`config.mk`:
```
export PLATFORM = sky130hd
export DESIGN_NAME = aar_signal_router
export DESIGN_NICKNAME = d
export VERILOG_FILES = /design/src/hdl/aar_pkg.sv /design/src/hdl/aar_signal_router.sv
export VERILOG_INCLUDE_DIRS = /design/src /design/src/hdl
export SDC_FILE = /design/constraint.sdc
export NUM_CORES = 1
export LEC_CHECK = 0
export ABC_AREA = 1
export ABC_CLOCK_PERIOD_IN_PS = 1100
export BUFFER_PORTS_ARGS = -buffer_cell sky130_fd_sc_hd__clkbuf_2
export CAP_MARGIN = 30
export CORE_MARGIN = 3
export CORE_UTILIZATION = 52
export CTS_BUF_LIST = sky130_fd_sc_hd__clkbuf_2
export DETAILED_ROUTE_END_ITERATION = 6
export PLACE_DENSITY = 0.85
export SETUP_SLACK_MARGIN = 0.02
export SLEW_MARGIN = 20
export SYNTH_ARGS = -nofsm -noshare
export SYNTH_HDL_FRONTEND = slang
export SYNTH_SLANG_ARGS = --single-unit
```
`constraint.sdc`:
```
create_clock -name ref_clk_i -period 1.1 [get_ports ref_clk_i]
set_clock_uncertainty 0.1 [all_clocks]
set_input_delay 0.055 -clock ref_clk_i [delete_from_list [all_inputs] [get_ports ref_clk_i]]
set_output_delay 0.055 -clock ref_clk_i [all_outputs]
set_load 0.005 [all_outputs]
```
`src/hdl/aar_params.svh`:
```
`ifndef AAR_PARAMS_SVH
`define AAR_PARAMS_SVH

// Register offsets
`define AAR_ADDR_W 8
`define AAR_OFF_RECEIVER_CONFIG 8'h38
`define AAR_OFF_AUX_OUTPUT_CONFIG 8'h3C
`define AAR_OFF_DRIVER_CONFIG 8'h40
`define AAR_OFF_RECEIVE_CONTROL 8'h44
`define AAR_OFF_STATUS 8'h48

// receiver_config fields
`define AAR_RCV_SINGLE_BIT 0
`define AAR_RCV_ADC_BIT 1
`define AAR_RCV_INSEL_LSB 2
`define AAR_RCV_RESET 8'h04

// aux_output_config fields
`define AAR_OUTSEL_RESET 4'h0

// driver_config fields
`define AAR_DRV_RESET 2'h0

// receive_control fields
`define AAR_RXC_REPEAT_BIT 0
`define AAR_RXC_RESET 1'h0

`endif

```
`src/hdl/aar_pkg.sv`:
```
package aar_pkg;
   typedef enum logic [3:0] {
      AAR_OUT_LOW = 4'h0,
      AAR_OUT_TX_ENVELOPE = 4'h4,
      AAR_OUT_RX_MANCHESTER = 4'h6,
      AAR_OUT_RX_MANCH_SUBC = 4'h7
   } aar_outsel_e;
   typedef enum logic [1:0] {
      AAR_IN_NONE = 2'h0,
      AAR_IN_INTERNAL = 2'h1,
      AAR_IN_AUX_TYPEA = 2'h2,
      AAR_IN_AUX_GENERIC = 2'h3
   } aar_insel_e;
   typedef enum logic [1:0] {
      AAR_DRV_IDLE = 2'h0,
      AAR_DRV_INTERNAL = 2'h1,
      AAR_DRV_AUX_IN = 2'h2,
      AAR_DRV_RSVD = 2'h3
   } aar_drvsel_e;
   typedef logic [7:0] aar_data_t;
endpackage

```
`src/hdl/aar_signal_router.sv`:
```
// Operation
// - Single-ended bit 0 gives differential receive, 1 joins both pins.
// - Mixer-direct-ADC bit connects I/Q mixer outputs straight to ADC.
// - Output selector 0100 drives aux output with transmit envelope.
// - Output selector 0110 gives Manchester data, 0111 Manchester with subcarrier.
// - Input selector 10 takes aux input as Type A, 11 as generic.
// - Input selector 01 uses internal receive path.
// - Driver selector 00 holds the antenna driver low.
// - Driver selector 10 modulates from aux input; repeat receive keeps reception.
`timescale 1ns/1ps
`default_nettype none
`include "aar_params.svh"

module aar_signal_router (
   input wire logic ref_clk_i, // 250 MHz system clock
   input wire logic rst_n_i, // Async reset, active low
   input wire logic [7:0] reg_addr_i, // Register byte address
   input wire aar_pkg::aar_data_t reg_wdata_i, // Write data
   input wire logic reg_wr_i, // Write strobe
   input wire logic reg_rd_i, // Read strobe
   output var aar_pkg::aar_data_t reg_rdata_o, // Read data, cycle after strobe
   input wire logic transmit_envelope_i, // Coder envelope
   input wire logic rx_manchester_i, // Decoded Manchester data
   input wire logic rx_manch_subc_i, // Manchester with subcarrier
   input wire logic rx_internal_i, // Internal receive path
   input wire logic aux_signal_in_i, // Aux input pin (async)
   output logic aux_signal_out_o, // Aux output pin
   output logic antenna_drive_o, // Driver modulation source
   output logic decoder_rx_o, // Receive signal to decoder
   output logic decoder_generic_o, // Decoder treats input as generic code
   output logic rx_single_ended_o, // Receiver quasi-differential
   output logic mixer_direct_adc_o, // Mixers wired to ADC
   output logic repeat_receive_en_o // Reception stays active
);
   import aar_pkg::*;

   logic [7:0] rcv_q, rcv_d;
   logic [3:0] outsel_q, outsel_d;
   logic [1:0] drvsel_q, drvsel_d;
   logic rxc_q, rxc_d;
   aar_data_t rdata_q, rdata_d;
   logic sin_m_q, sin_q;
   logic aux_out_q, aux_out_d;
   logic drive_q, drive_d;
   logic dec_q, dec_d;
   logic [1:0] insel;
   logic sin_m_d, sin_d;
   logic hit_rcv, hit_outsel, hit_drv, hit_rxc, hit_status;

   assign insel = rcv_q[`AAR_RCV_INSEL_LSB +: 2];

   // Address decode shared by writes and reads
   assign hit_rcv = (reg_addr_i == `AAR_OFF_RECEIVER_CONFIG);
   assign hit_outsel = (reg_addr_i == `AAR_OFF_AUX_OUTPUT_CONFIG);
   assign hit_drv = (reg_addr_i == `AAR_OFF_DRIVER_CONFIG);
   assign hit_rxc = (reg_addr_i == `AAR_OFF_RECEIVE_CONTROL);
   assign hit_status = (reg_addr_i == `AAR_OFF_STATUS);

   // Control registers
   always_comb begin
      rcv_d = rcv_q;
      outsel_d = outsel_q;
      drvsel_d = drvsel_q;
      rxc_d = rxc_q;
      if (reg_wr_i) begin
         if (hit_rcv) begin
            rcv_d = reg_wdata_i;
         end
         if (hit_outsel) begin
            outsel_d = reg_wdata_i[3:0];
         end
         if (hit_drv) begin
            drvsel_d = reg_wdata_i[1:0];
         end
         if (hit_rxc) begin
            rxc_d = reg_wdata_i[`AAR_RXC_REPEAT_BIT];
         end
      end
   end

   // Read data, zero outside the answer cycle
   always_comb begin
      rdata_d = 8'h00;
      if (reg_rd_i) begin
         if (hit_rcv) begin
            rdata_d = rcv_q;
         end else if (hit_outsel) begin
            rdata_d = {4'h0, outsel_q};
         end else if (hit_drv) begin
            rdata_d = {6'h00, drvsel_q};
         end else if (hit_rxc) begin
            rdata_d = {7'h00, rxc_q};
         end else if (hit_status) begin
            rdata_d = {5'h00, dec_q, drive_q, aux_out_q};
         end else begin
            rdata_d = 8'h00;
         end
      end
   end

   // Aux output source
   always_comb begin
      aux_out_d = 1'b0;
      case (aar_outsel_e'(outsel_q))
         AAR_OUT_TX_ENVELOPE: aux_out_d = transmit_envelope_i;
         AAR_OUT_RX_MANCHESTER: aux_out_d = rx_manchester_i;
         AAR_OUT_RX_MANCH_SUBC: aux_out_d = rx_manch_subc_i;
         default: aux_out_d = 1'b0;
      endcase
   end

   // Receive source to decoder
   always_comb begin
      dec_d = 1'b0;
      case (aar_insel_e'(insel))
         AAR_IN_INTERNAL: dec_d = rx_internal_i;
         AAR_IN_AUX_TYPEA: dec_d = sin_q;
         AAR_IN_AUX_GENERIC: dec_d = sin_q;
         default: dec_d = 1'b0;
      endcase
   end

   // Antenna driver source
   always_comb begin
      drive_d = 1'b0;
      case (aar_drvsel_e'(drvsel_q))
         AAR_DRV_IDLE: drive_d = 1'b0;
         AAR_DRV_INTERNAL: drive_d = transmit_envelope_i;
         AAR_DRV_AUX_IN: drive_d = sin_q;
         default: drive_d = 1'b0;
      endcase
   end

   // Control register group
   always_ff @(posedge ref_clk_i or negedge rst_n_i) begin
      if (!rst_n_i) begin
         rcv_q <= `AAR_RCV_RESET;
         outsel_q <= `AAR_OUTSEL_RESET;
         drvsel_q <= `AAR_DRV_RESET;
         rxc_q <= `AAR_RXC_RESET;
      end else begin
         rcv_q <= rcv_d;
         outsel_q <= outsel_d;
         drvsel_q <= drvsel_d;
         rxc_q <= rxc_d;
      end
   end

   // Read data group
   always_ff @(posedge ref_clk_i or negedge rst_n_i) begin
      if (!rst_n_i) begin
         rdata_q <= 8'h00;
      end else begin
         rdata_q <= rdata_d;
      end
   end

   // Pin is asynchronous: two stages, only the second is read
   always_comb begin
      sin_m_d = aux_signal_in_i;
      sin_d = sin_m_q;
   end

   always_ff @(posedge ref_clk_i or negedge rst_n_i) begin
      if (!rst_n_i) begin
         sin_m_q <= 1'b0;
         sin_q <= 1'b0;
      end else begin
         sin_m_q <= sin_m_d;
         sin_q <= sin_d;
      end
   end

   // Aux output register
   always_ff @(posedge ref_clk_i or negedge rst_n_i) begin
      if (!rst_n_i) begin
         aux_out_q <= 1'b0;
      end else begin
         aux_out_q <= aux_out_d;
      end
   end

   // Driver register
   always_ff @(posedge ref_clk_i or negedge rst_n_i) begin
      if (!rst_n_i) begin
         drive_q <= 1'b0;
      end else begin
         drive_q <= drive_d;
      end
   end

   // Decoder input register
   always_ff @(posedge ref_clk_i or negedge rst_n_i) begin
      if (!rst_n_i) begin
         dec_q <= 1'b0;
      end else begin
         dec_q <= dec_d;
      end
   end

   assign reg_rdata_o = rdata_q;
   assign aux_signal_out_o = aux_out_q;
   assign antenna_drive_o = drive_q;
   assign decoder_rx_o = dec_q;
   assign decoder_generic_o = (insel == AAR_IN_AUX_GENERIC);
   assign rx_single_ended_o = rcv_q[`AAR_RCV_SINGLE_BIT];
   assign mixer_direct_adc_o = rcv_q[`AAR_RCV_ADC_BIT];
   assign repeat_receive_en_o = rxc_q;
endmodule

`default_nettype wire

```
==> results of run 1 <==
==> layout make-up <==
class,count,area [µm²]
fill,103,293
timing repair buffer,79,559
clock inverter,1,30.0
clock buffer,3,15.0
sequential,28,703
inverter,25,93.8
tap,28,35.0
multi-input combinational,103,589
==> placed cells by master (no fill, tap or decap), types with 2 or more instances in the layout <==
cell                            instances
sky130_fd_sc_hd__a21oi_2                6
sky130_fd_sc_hd__buf_4                 20
sky130_fd_sc_hd__buf_6                  3
sky130_fd_sc_hd__clkbuf_2              42
sky130_fd_sc_hd__dfrtp_1               26
sky130_fd_sc_hd__dlygate4sd3_1         16
sky130_fd_sc_hd__ha_1                   2
sky130_fd_sc_hd__inv_1                 21
sky130_fd_sc_hd__inv_2                  4
sky130_fd_sc_hd__nand2_1               33
sky130_fd_sc_hd__nand2_2                2
sky130_fd_sc_hd__nand3_1               11
sky130_fd_sc_hd__nand3_2                4
sky130_fd_sc_hd__nand4_1                3
sky130_fd_sc_hd__nor2_1                16
sky130_fd_sc_hd__nor2_2                 6
sky130_fd_sc_hd__nor2_4                 2
sky130_fd_sc_hd__o21ai_0                9
==> sequential cells by signal, indices dropped and copies added, names as in the netlist <==
register             count
rcv_q                    8
reg_rdata_o              8
outsel_q                 4
drvsel_q                 2
antenna_drive_o          1
aux_signal_out_o         1
decoder_rx_o             1
repeat_receive_en_o      1
sin_d                    1
sin_q                    1
==> cell usage after synthesis, drive strengths merged <==
cell	n	area (µm²)
dfrtp	27	676
nor2	25	128
a21oi	7	53.8
nor3	2	10.0
nand4	3	18.8
o22ai	1	6.26
dfstp	1	26.3
nand3	16	80.1
nor4	1	6.26
nand2	36	143
ha	2	25.0
buf	1	11.3
o21ai	10	50.1
inv	25	93.8
==> power breakdown <==
part	internal [W]	switching, W
sequential	0.00108	0.0000308
combinational	0.000177	0.000189
clock	0.000312	0.000335
==> stage by stage <==
step / cells / util (%) / power, W
2_1_floorplan: 157 / - / 0.00121
3_3_place_gp: 235 / 71.2 / 0.00134
3_5_place_dp: 235 / 71.2 / 0.00136
4_1_cts: 262 / 82.4 / 0.00204
5_1_grt: 267 / 87.4 / 0.00218
6_report: 267 / 87.4 / 0.00212
==> kinds of logic (layout without fill, tap and decap cells) <==
group	after synthesis	count (layout)	share of synthesized area, %
DFF	28	28	52.9
adders and majority gates	2	2	1.88
buffers and inverters	26	108	7.92
AOI/OAI and AO/OA	18	18	8.29
and+or+nand+nor	83	83	29.0
==> how the worst max path moves through the flow <==
stage	from	end	slack (ps)	depth (start not counted)
floorplan	reg_addr_i[0]	rcv_q[5]$_DFFE_PN0P_	30	9
global placement	reg_addr_i[7]	rcv_q[3]$_DFFE_PN0P_	-50	7
detailed placement	reg_addr_i[7]	rcv_q[3]$_DFFE_PN0P_	-100	7
CTS	rcv_q[2]$_DFFE_PN1P_	decoder_generic_o	-230	3
global route	rcv_q[2]$_DFFE_PN1P_	decoder_generic_o	-310	3
finish	rcv_q[2]$_DFFE_PN1P_	decoder_generic_o	-270	3
==> metal layers <==
| metal | track usage (%) | part of all wire (%) |
|---|---|---|
| met2 | 45.0 | 49 |
| met1 | 29.2 | 36 |
| met3 | 4.83 | 8.8 |
| met5 | 0 | 0 |
| met4 | 12.5 | 6.0 |
==> worst max-delay path: stages, from the launching register on <==
cell	delay, ps
sky130_fd_sc_hd__dfstp_2	600
sky130_fd_sc_hd__nand2_1	60
sky130_fd_sc_hd__inv_1	50
sky130_fd_sc_hd__clkbuf_2	100
==> timing repair <==
item	CTS	global route
buffers inserted	7	5
pin swaps	0	10
setup endpoints to repair	7	26
gates resized for setup	0	21
endpoints found under the hold margin	55	12
==> parameters.txt, run 1 <==
Parameter                              Value

Clock network
  Clock sinks ... 28
  Clock tree from TritonCTS ... built
  Hold buffers post-CTS ... 16
  Number of levels the H-tree was split into ... 1
  Maximum clock insertion buffer count ... 2
  Inserted Clock Buffers ... 3
  Clk Latency, worst-skew pair ... roughly 400 ps
  Root buffer selected by CTS ... sky130_fd_sc_hd__clkbuf_2
  Clock-pin slew reported for the worst setup and hold paths after clock tree synthesis ... 280 ps

Global routing
  Global-route wire length before repair ... 6380 µm
  Via count of the first global-routing pass ... approximately 1.5k
  Total global-route track usage ... 25.6%
  GRT overflow ... 0
  Antenna violations before repair ... 0
  Pin count of the biggest net entering global routing ... 17

STA
  Worst-case setup margin in the final layout ... -266 ps
  Actual transition at the worst max-transition pin ... 499 ps
  Final hold slack ... -41.9 ps
  TNS Setup ... -466 ps
  Number of slew-limit violations in the final report ... 0
  Number of setup violations in the final report ... 12
  Crit path time final ... 1370 ps
  Crit share post-route ... 124%
  Achievable clock frequency ... ~0.73 GHz
  Hold Violations, Final ... 12
  Setup repair after global routing missed its margin ... yes
  Max-slew headroom ... 66.5%

Die
  Horizontal extent of the die ... approximately 57 µm
  Core area ... roughly 2300 µm²
  Area enclosed by the die boundary ... 3200 µm²
  Top-level I/O count ... 40
  Chip Height ... 56.5 µm
  Initial core utilization ... between 50% and 60%
  Number of cell rows ... 17

Flow run
  # Max-Cap Violations ... 0

Hold path
  Type of the tightest min-delay check ... in2async

Synthesis
  Mean instance size in the synthesized netlist ... between 8 and 9 µm²
  Synth Instances ... between 150 and 200
  Synth Register Bits ... 28
  Cell area after synthesis ... 1330 µm²
  Fraction of the yosys area taken by sequential cells ... a little over half
  Yosys cell types ... 20
  Warnings from Yosys ... 0
  Number of nets in the synthesized netlist ... 184

Layout
  N_diodes ... 0
  Net count reported at finish ... 267
  Share of final-layout standard cells stronger than drive strength 1 ... ~41%
  Summed area of non-filler cells in the final layout ... 2030 µm²
  Area Overhead vs Synth ... 52.6%

Worst setup path
  Max FO, Critical Path ... 2
  Start-to-end type of the worst setup path ... reg2out
  Reg2reg path depth ... 4
  Worst-case register-to-register setup slack ... -10 ps
  Type of destination of the critical path ... output port
  Critical R2R Launch ... drvsel_q[0]$_DFFE_PN0P_
  Worst reg2reg endpoint ... antenna_drive_o$_DFF_PN0_
  Startpoint class of the critical path ... register
  Required time reported for the critical path endpoint ... 940 ps
  CP arrival ... 1210 ps

Routing
  Vias/cell ... 5.64
  WL per Instance ... 17.7 µm
  Initial detailed-routing violation count ... a little over 60
  Count of vias placed by the detailed router ... 1505
  DRC violations left ... 0
  Wire length after detailed routing ... 4720 µm
  First drt pass iteration count ... 4
  Routed Antenna Nets ... 0

Outcome
  Violations in the final reports ... hold timing, setup timing
  Status ... complete, but fails checks

Placement
  Input/output buffers ... 39
  Post-place instance area ... 1650 µm²
  Pre-CTS worst setup slack ... -98.9 ps
  RD Place Congestion ... 0.873
  Detailed placer's ending HPWL ... 2560 µm

Power
  Power density over the cells ... approximately 1000 nW/µm²
  Worst-case vdd ir drop ... ~1.2 mV
  Reported leakage power ... 1.14 nW
(Power assumes the default switching activity.)
==> inputs of run 2 (changes only) <==
--- a/config.mk
+++ b/config.mk
@@ -15,8 +15,10 @@
 export CTS_BUF_LIST = sky130_fd_sc_hd__clkbuf_2
 export DETAILED_ROUTE_END_ITERATION = 6
 export PLACE_DENSITY = 0.85
-export SETUP_SLACK_MARGIN = 0.02
+export RECOVER_POWER = 100
+export SETUP_SLACK_MARGIN = 0.15
 export SLEW_MARGIN = 20
 export SYNTH_ARGS = -nofsm -noshare
 export SYNTH_HDL_FRONTEND = slang
 export SYNTH_SLANG_ARGS = --single-unit
+export TNS_END_PERCENT = 50
==> run 2 against run 1 <==
Against the previous run: the run still ends with hold timing, setup timing left; global-route usage rose by 2.9 points; cell area barely moved; register-to-register slack worse by 30 ps; wire length shrank 2.8%; fmax increased by 3.1%; setup slack improved by 41 ps; hold slack lost 16 ps; largest cell class unchanged; highest routed layer unchanged.
==> parameters.txt, run 2 (synthesized netlist as in run 1, its figures left out) <==
Parameter                              Value

Outcome
  Status ... complete, but fails checks
  Violations in the final reports ... hold timing, setup timing

Die
  Top-level I/O count ... 40 (unchanged)
  Number of cell rows ... 17 (unchanged)
  Horizontal extent of the die ... 56.5 µm (unchanged)
  Core area ... 2320 µm² (unchanged)
  Initial core utilization ... 57.3% (unchanged)
  Chip Height ... 56.5 µm (unchanged)
  Area enclosed by the die boundary ... 3200 µm² (unchanged)

STA
  Crit path time final ... 1330 ps (-40.8 ps)
  Number of slew-limit violations in the final report ... 0 (unchanged)
  Crit share post-route ... 120% (-3.7 points)
  Final hold slack ... -58.0 ps (-16.1 ps)
  Worst-case setup margin in the final layout ... -225 ps (+40.8 ps)
  Achievable clock frequency ... 0.755 GHz (+3.1%)
  Number of setup violations in the final report ... 16 (+4)
  Hold Violations, Final ... 6 (-6)
  Max-slew headroom ... 46.1% (-20 points)
  Setup repair after global routing missed its margin ... yes
  TNS Setup ... -803 ps (-336 ps)
  Actual transition at the worst max-transition pin ... 809 ps (+310 ps)

Worst setup path
  Critical R2R Launch ... outsel_q[0]$_DFFE_PN0P_
  Capturing element of the worst setup path ... decoder_generic_o
  Type of destination of the critical path ... output port
  Worst setup path startpoint ... rcv_q[2]$_DFFE_PN1P_
  Required time reported for the critical path endpoint ... 940 ps (about the same)
  Worst reg2reg endpoint ... reg_rdata_o[0]$_DFF_PN0_
  Reg2reg path depth ... 5 (+1)
  Worst-case register-to-register setup slack ... -40 ps (-30 ps)
  Max FO, Critical Path ... 2 (unchanged)
  Startpoint class of the critical path ... register
  CP arrival ... 1170 ps (-40 ps)
  Start-to-end type of the worst setup path ... reg2out

Placement
  Detailed placer's ending HPWL ... 2720 µm (+6.3%)
  RD Place Congestion ... 0.898 (+2.8%)
  Input/output buffers ... 39 (unchanged)
  Post-place instance area ... 1700 µm² (+2.7%)
  Pre-CTS worst setup slack ... -221 ps (-122 ps)

Routing
  Count of vias placed by the detailed router ... 1484 (-1.4%)
  First drt pass iteration count ... 5 (+1)
  Wire length after detailed routing ... 4590 µm (-2.8%)
  Routed Antenna Nets ... 0 (unchanged)
  WL per Instance ... 17.4 µm (-1.7%)
  DRC violations left ... 0 (unchanged)
  Vias/cell ... 5.62 (-0.27%)
  Initial detailed-routing violation count ... 138 (+120%)

Power
  Share of total power in combinational logic ... 17.7% (+0.4 points)
  Portion of total power attributed to sequential cells ... 53.1% (+0.9 points)
  Switching portion of total power ... 25.6% (-0.61 points)
  Switching power summed over all nets ... 0.000537 W (-3.3%)
  Reported leakage power ... 1.08 nW (-5.3%)
  Cell-internal power ... 0.00156 W (-0.19%)
  Clock group share of total power ... 29.3% (-1.2 points)
  Worst-case vdd ir drop ... 1.21 mV (+3.7%)
  Power density over the cells ... 1040 nW/µm² (-1.1%)

Layout
  Summed area of non-filler cells in the final layout ... 2030 µm² (about the same)
  Most common cell after layout, fill and taps aside ... sky130_fd_sc_hd__clkbuf_2
  N_diodes ... 0 (unchanged)
  Number of inserted filler cells in the final layout ... 98 (-4.9%)
  Share of final-layout standard cells stronger than drive strength 1 ... 43.6% (+2.2 points)
  Leading cell types in the layout, fill and taps excluded ... 42 x sky130_fd_sc_hd__clkbuf_2, 29 x sky130_fd_sc_hd__nand2_1, 26 x sky130_fd_sc_hd__dfrtp_1
  Net count reported at finish ... 264 (-1.1%)
  Area Overhead vs Synth ... 52.7% (about the same)

Hold path
  Type of the tightest min-delay check ... in2reg

Global routing
  Via count of the first global-routing pass ... 1523 (+4.7%)
  GRT overflow ... 0 (unchanged)
  Total global-route track usage ... 28.4% (+2.9 points)
  Pin count of the biggest net entering global routing ... 17 (unchanged)
  Antenna violations before repair ... 0 (unchanged)
  Global-route wire length before repair ... 7040 µm (+10%)

Clock network
  Root buffer selected by CTS ... sky130_fd_sc_hd__clkbuf_2
  Number of levels the H-tree was split into ... 1 (unchanged)
  Clock tree from TritonCTS ... built
  Maximum clock insertion buffer count ... 2 (unchanged)
  Clock sinks ... 28 (unchanged)
  Clk Latency, worst-skew pair ... 370 ps (-30 ps)
  Inserted Clock Buffers ... 3 (unchanged)
  Hold buffers post-CTS ... 16 (unchanged)
  Clock-pin slew reported for the worst setup and hold paths after clock tree synthesis ... 270 ps (about the same)

Flow run
  # Max-Cap Violations ... 0 (unchanged)
run 2: final cells by class:
type | instances | area, µm² | share of cell area (%)
multi-input cells | 103 | 632 | 31.2
repair buffers | 76 | 509 | 25.1
clock inverters | 1 | 30.0 | 1.48
flip-flops and latches | 28 | 703 | 34.7
well taps | 28 | 35.0 | 1.73
inverters | 25 | 103 | 5.06
clock buffers | 3 | 15.0 | 0.741
run 2: worst min path at each step:
stage,to,from,cells past startpoint,slack (ps)
final,rcv_q[7]$_DFFE_PN0P_,reg_wr_i,3,-60
after global placement,sin_q$_DFF_PN0_,rst_n_i,1,-130
after global routing,rcv_q[6]$_DFFE_PN0P_,reg_wr_i,3,-70
after CTS,rcv_q[4]$_DFFE_PN0P_,reg_wr_i,3,-40
after floorplan,antenna_drive_o$_DFF_PN0_,rst_n_i,0,-340
after detailed placement,sin_q$_DFF_PN0_,rst_n_i,1,-120
run 2: routing by layer:
| metal | track usage (%) | share of wire [%] |
|---|---|---|
| met5 | 0 | 0 |
| met4 | 9.49 | 4.3 |
| met1 | 32.7 | 37 |
| met2 | 51.7 | 50 |
| met3 | 5.98 | 8.1 |
run 2: what timing repair did:
item / CTS / global route
endpoints found under the hold margin: 55 / 18
endpoints found under the setup margin: 18 / 32
pin swaps: 9 / 6
setup buffers: 6 / 2
gates resized for setup: 17 / 15
run 2: power by group through the flow:
stage               clock, W  sequential [W]  combinational, W
floorplan                  0         0.00111          0.000107
global placement           0         0.00112          0.000240
detailed placement         0         0.00112          0.000255
CTS                 0.000614         0.00111          0.000346
global route        0.000653         0.00112          0.000402
finish              0.000614         0.00111          0.000371
run 2: worst max-delay path: stages, from the launching register on:
cell	delay [ps]
sky130_fd_sc_hd__dfstp_2	610
sky130_fd_sc_hd__nand2_1	60
sky130_fd_sc_hd__inv_1	50
sky130_fd_sc_hd__clkbuf_2	100
run 2: metrics by stage:
| step | power, W | instances | util (%) |
|---|---|---|---|
| floorplan | 0.00122 | 157 | - |
| global placement | 0.00136 | 236 | 73.2 |
| detailed placement | 0.00138 | 236 | 73.2 |
| CTS | 0.00207 | 262 | 87.0 |
| global route | 0.00217 | 264 | 87.4 |
| finish | 0.00210 | 264 | 87.4 |
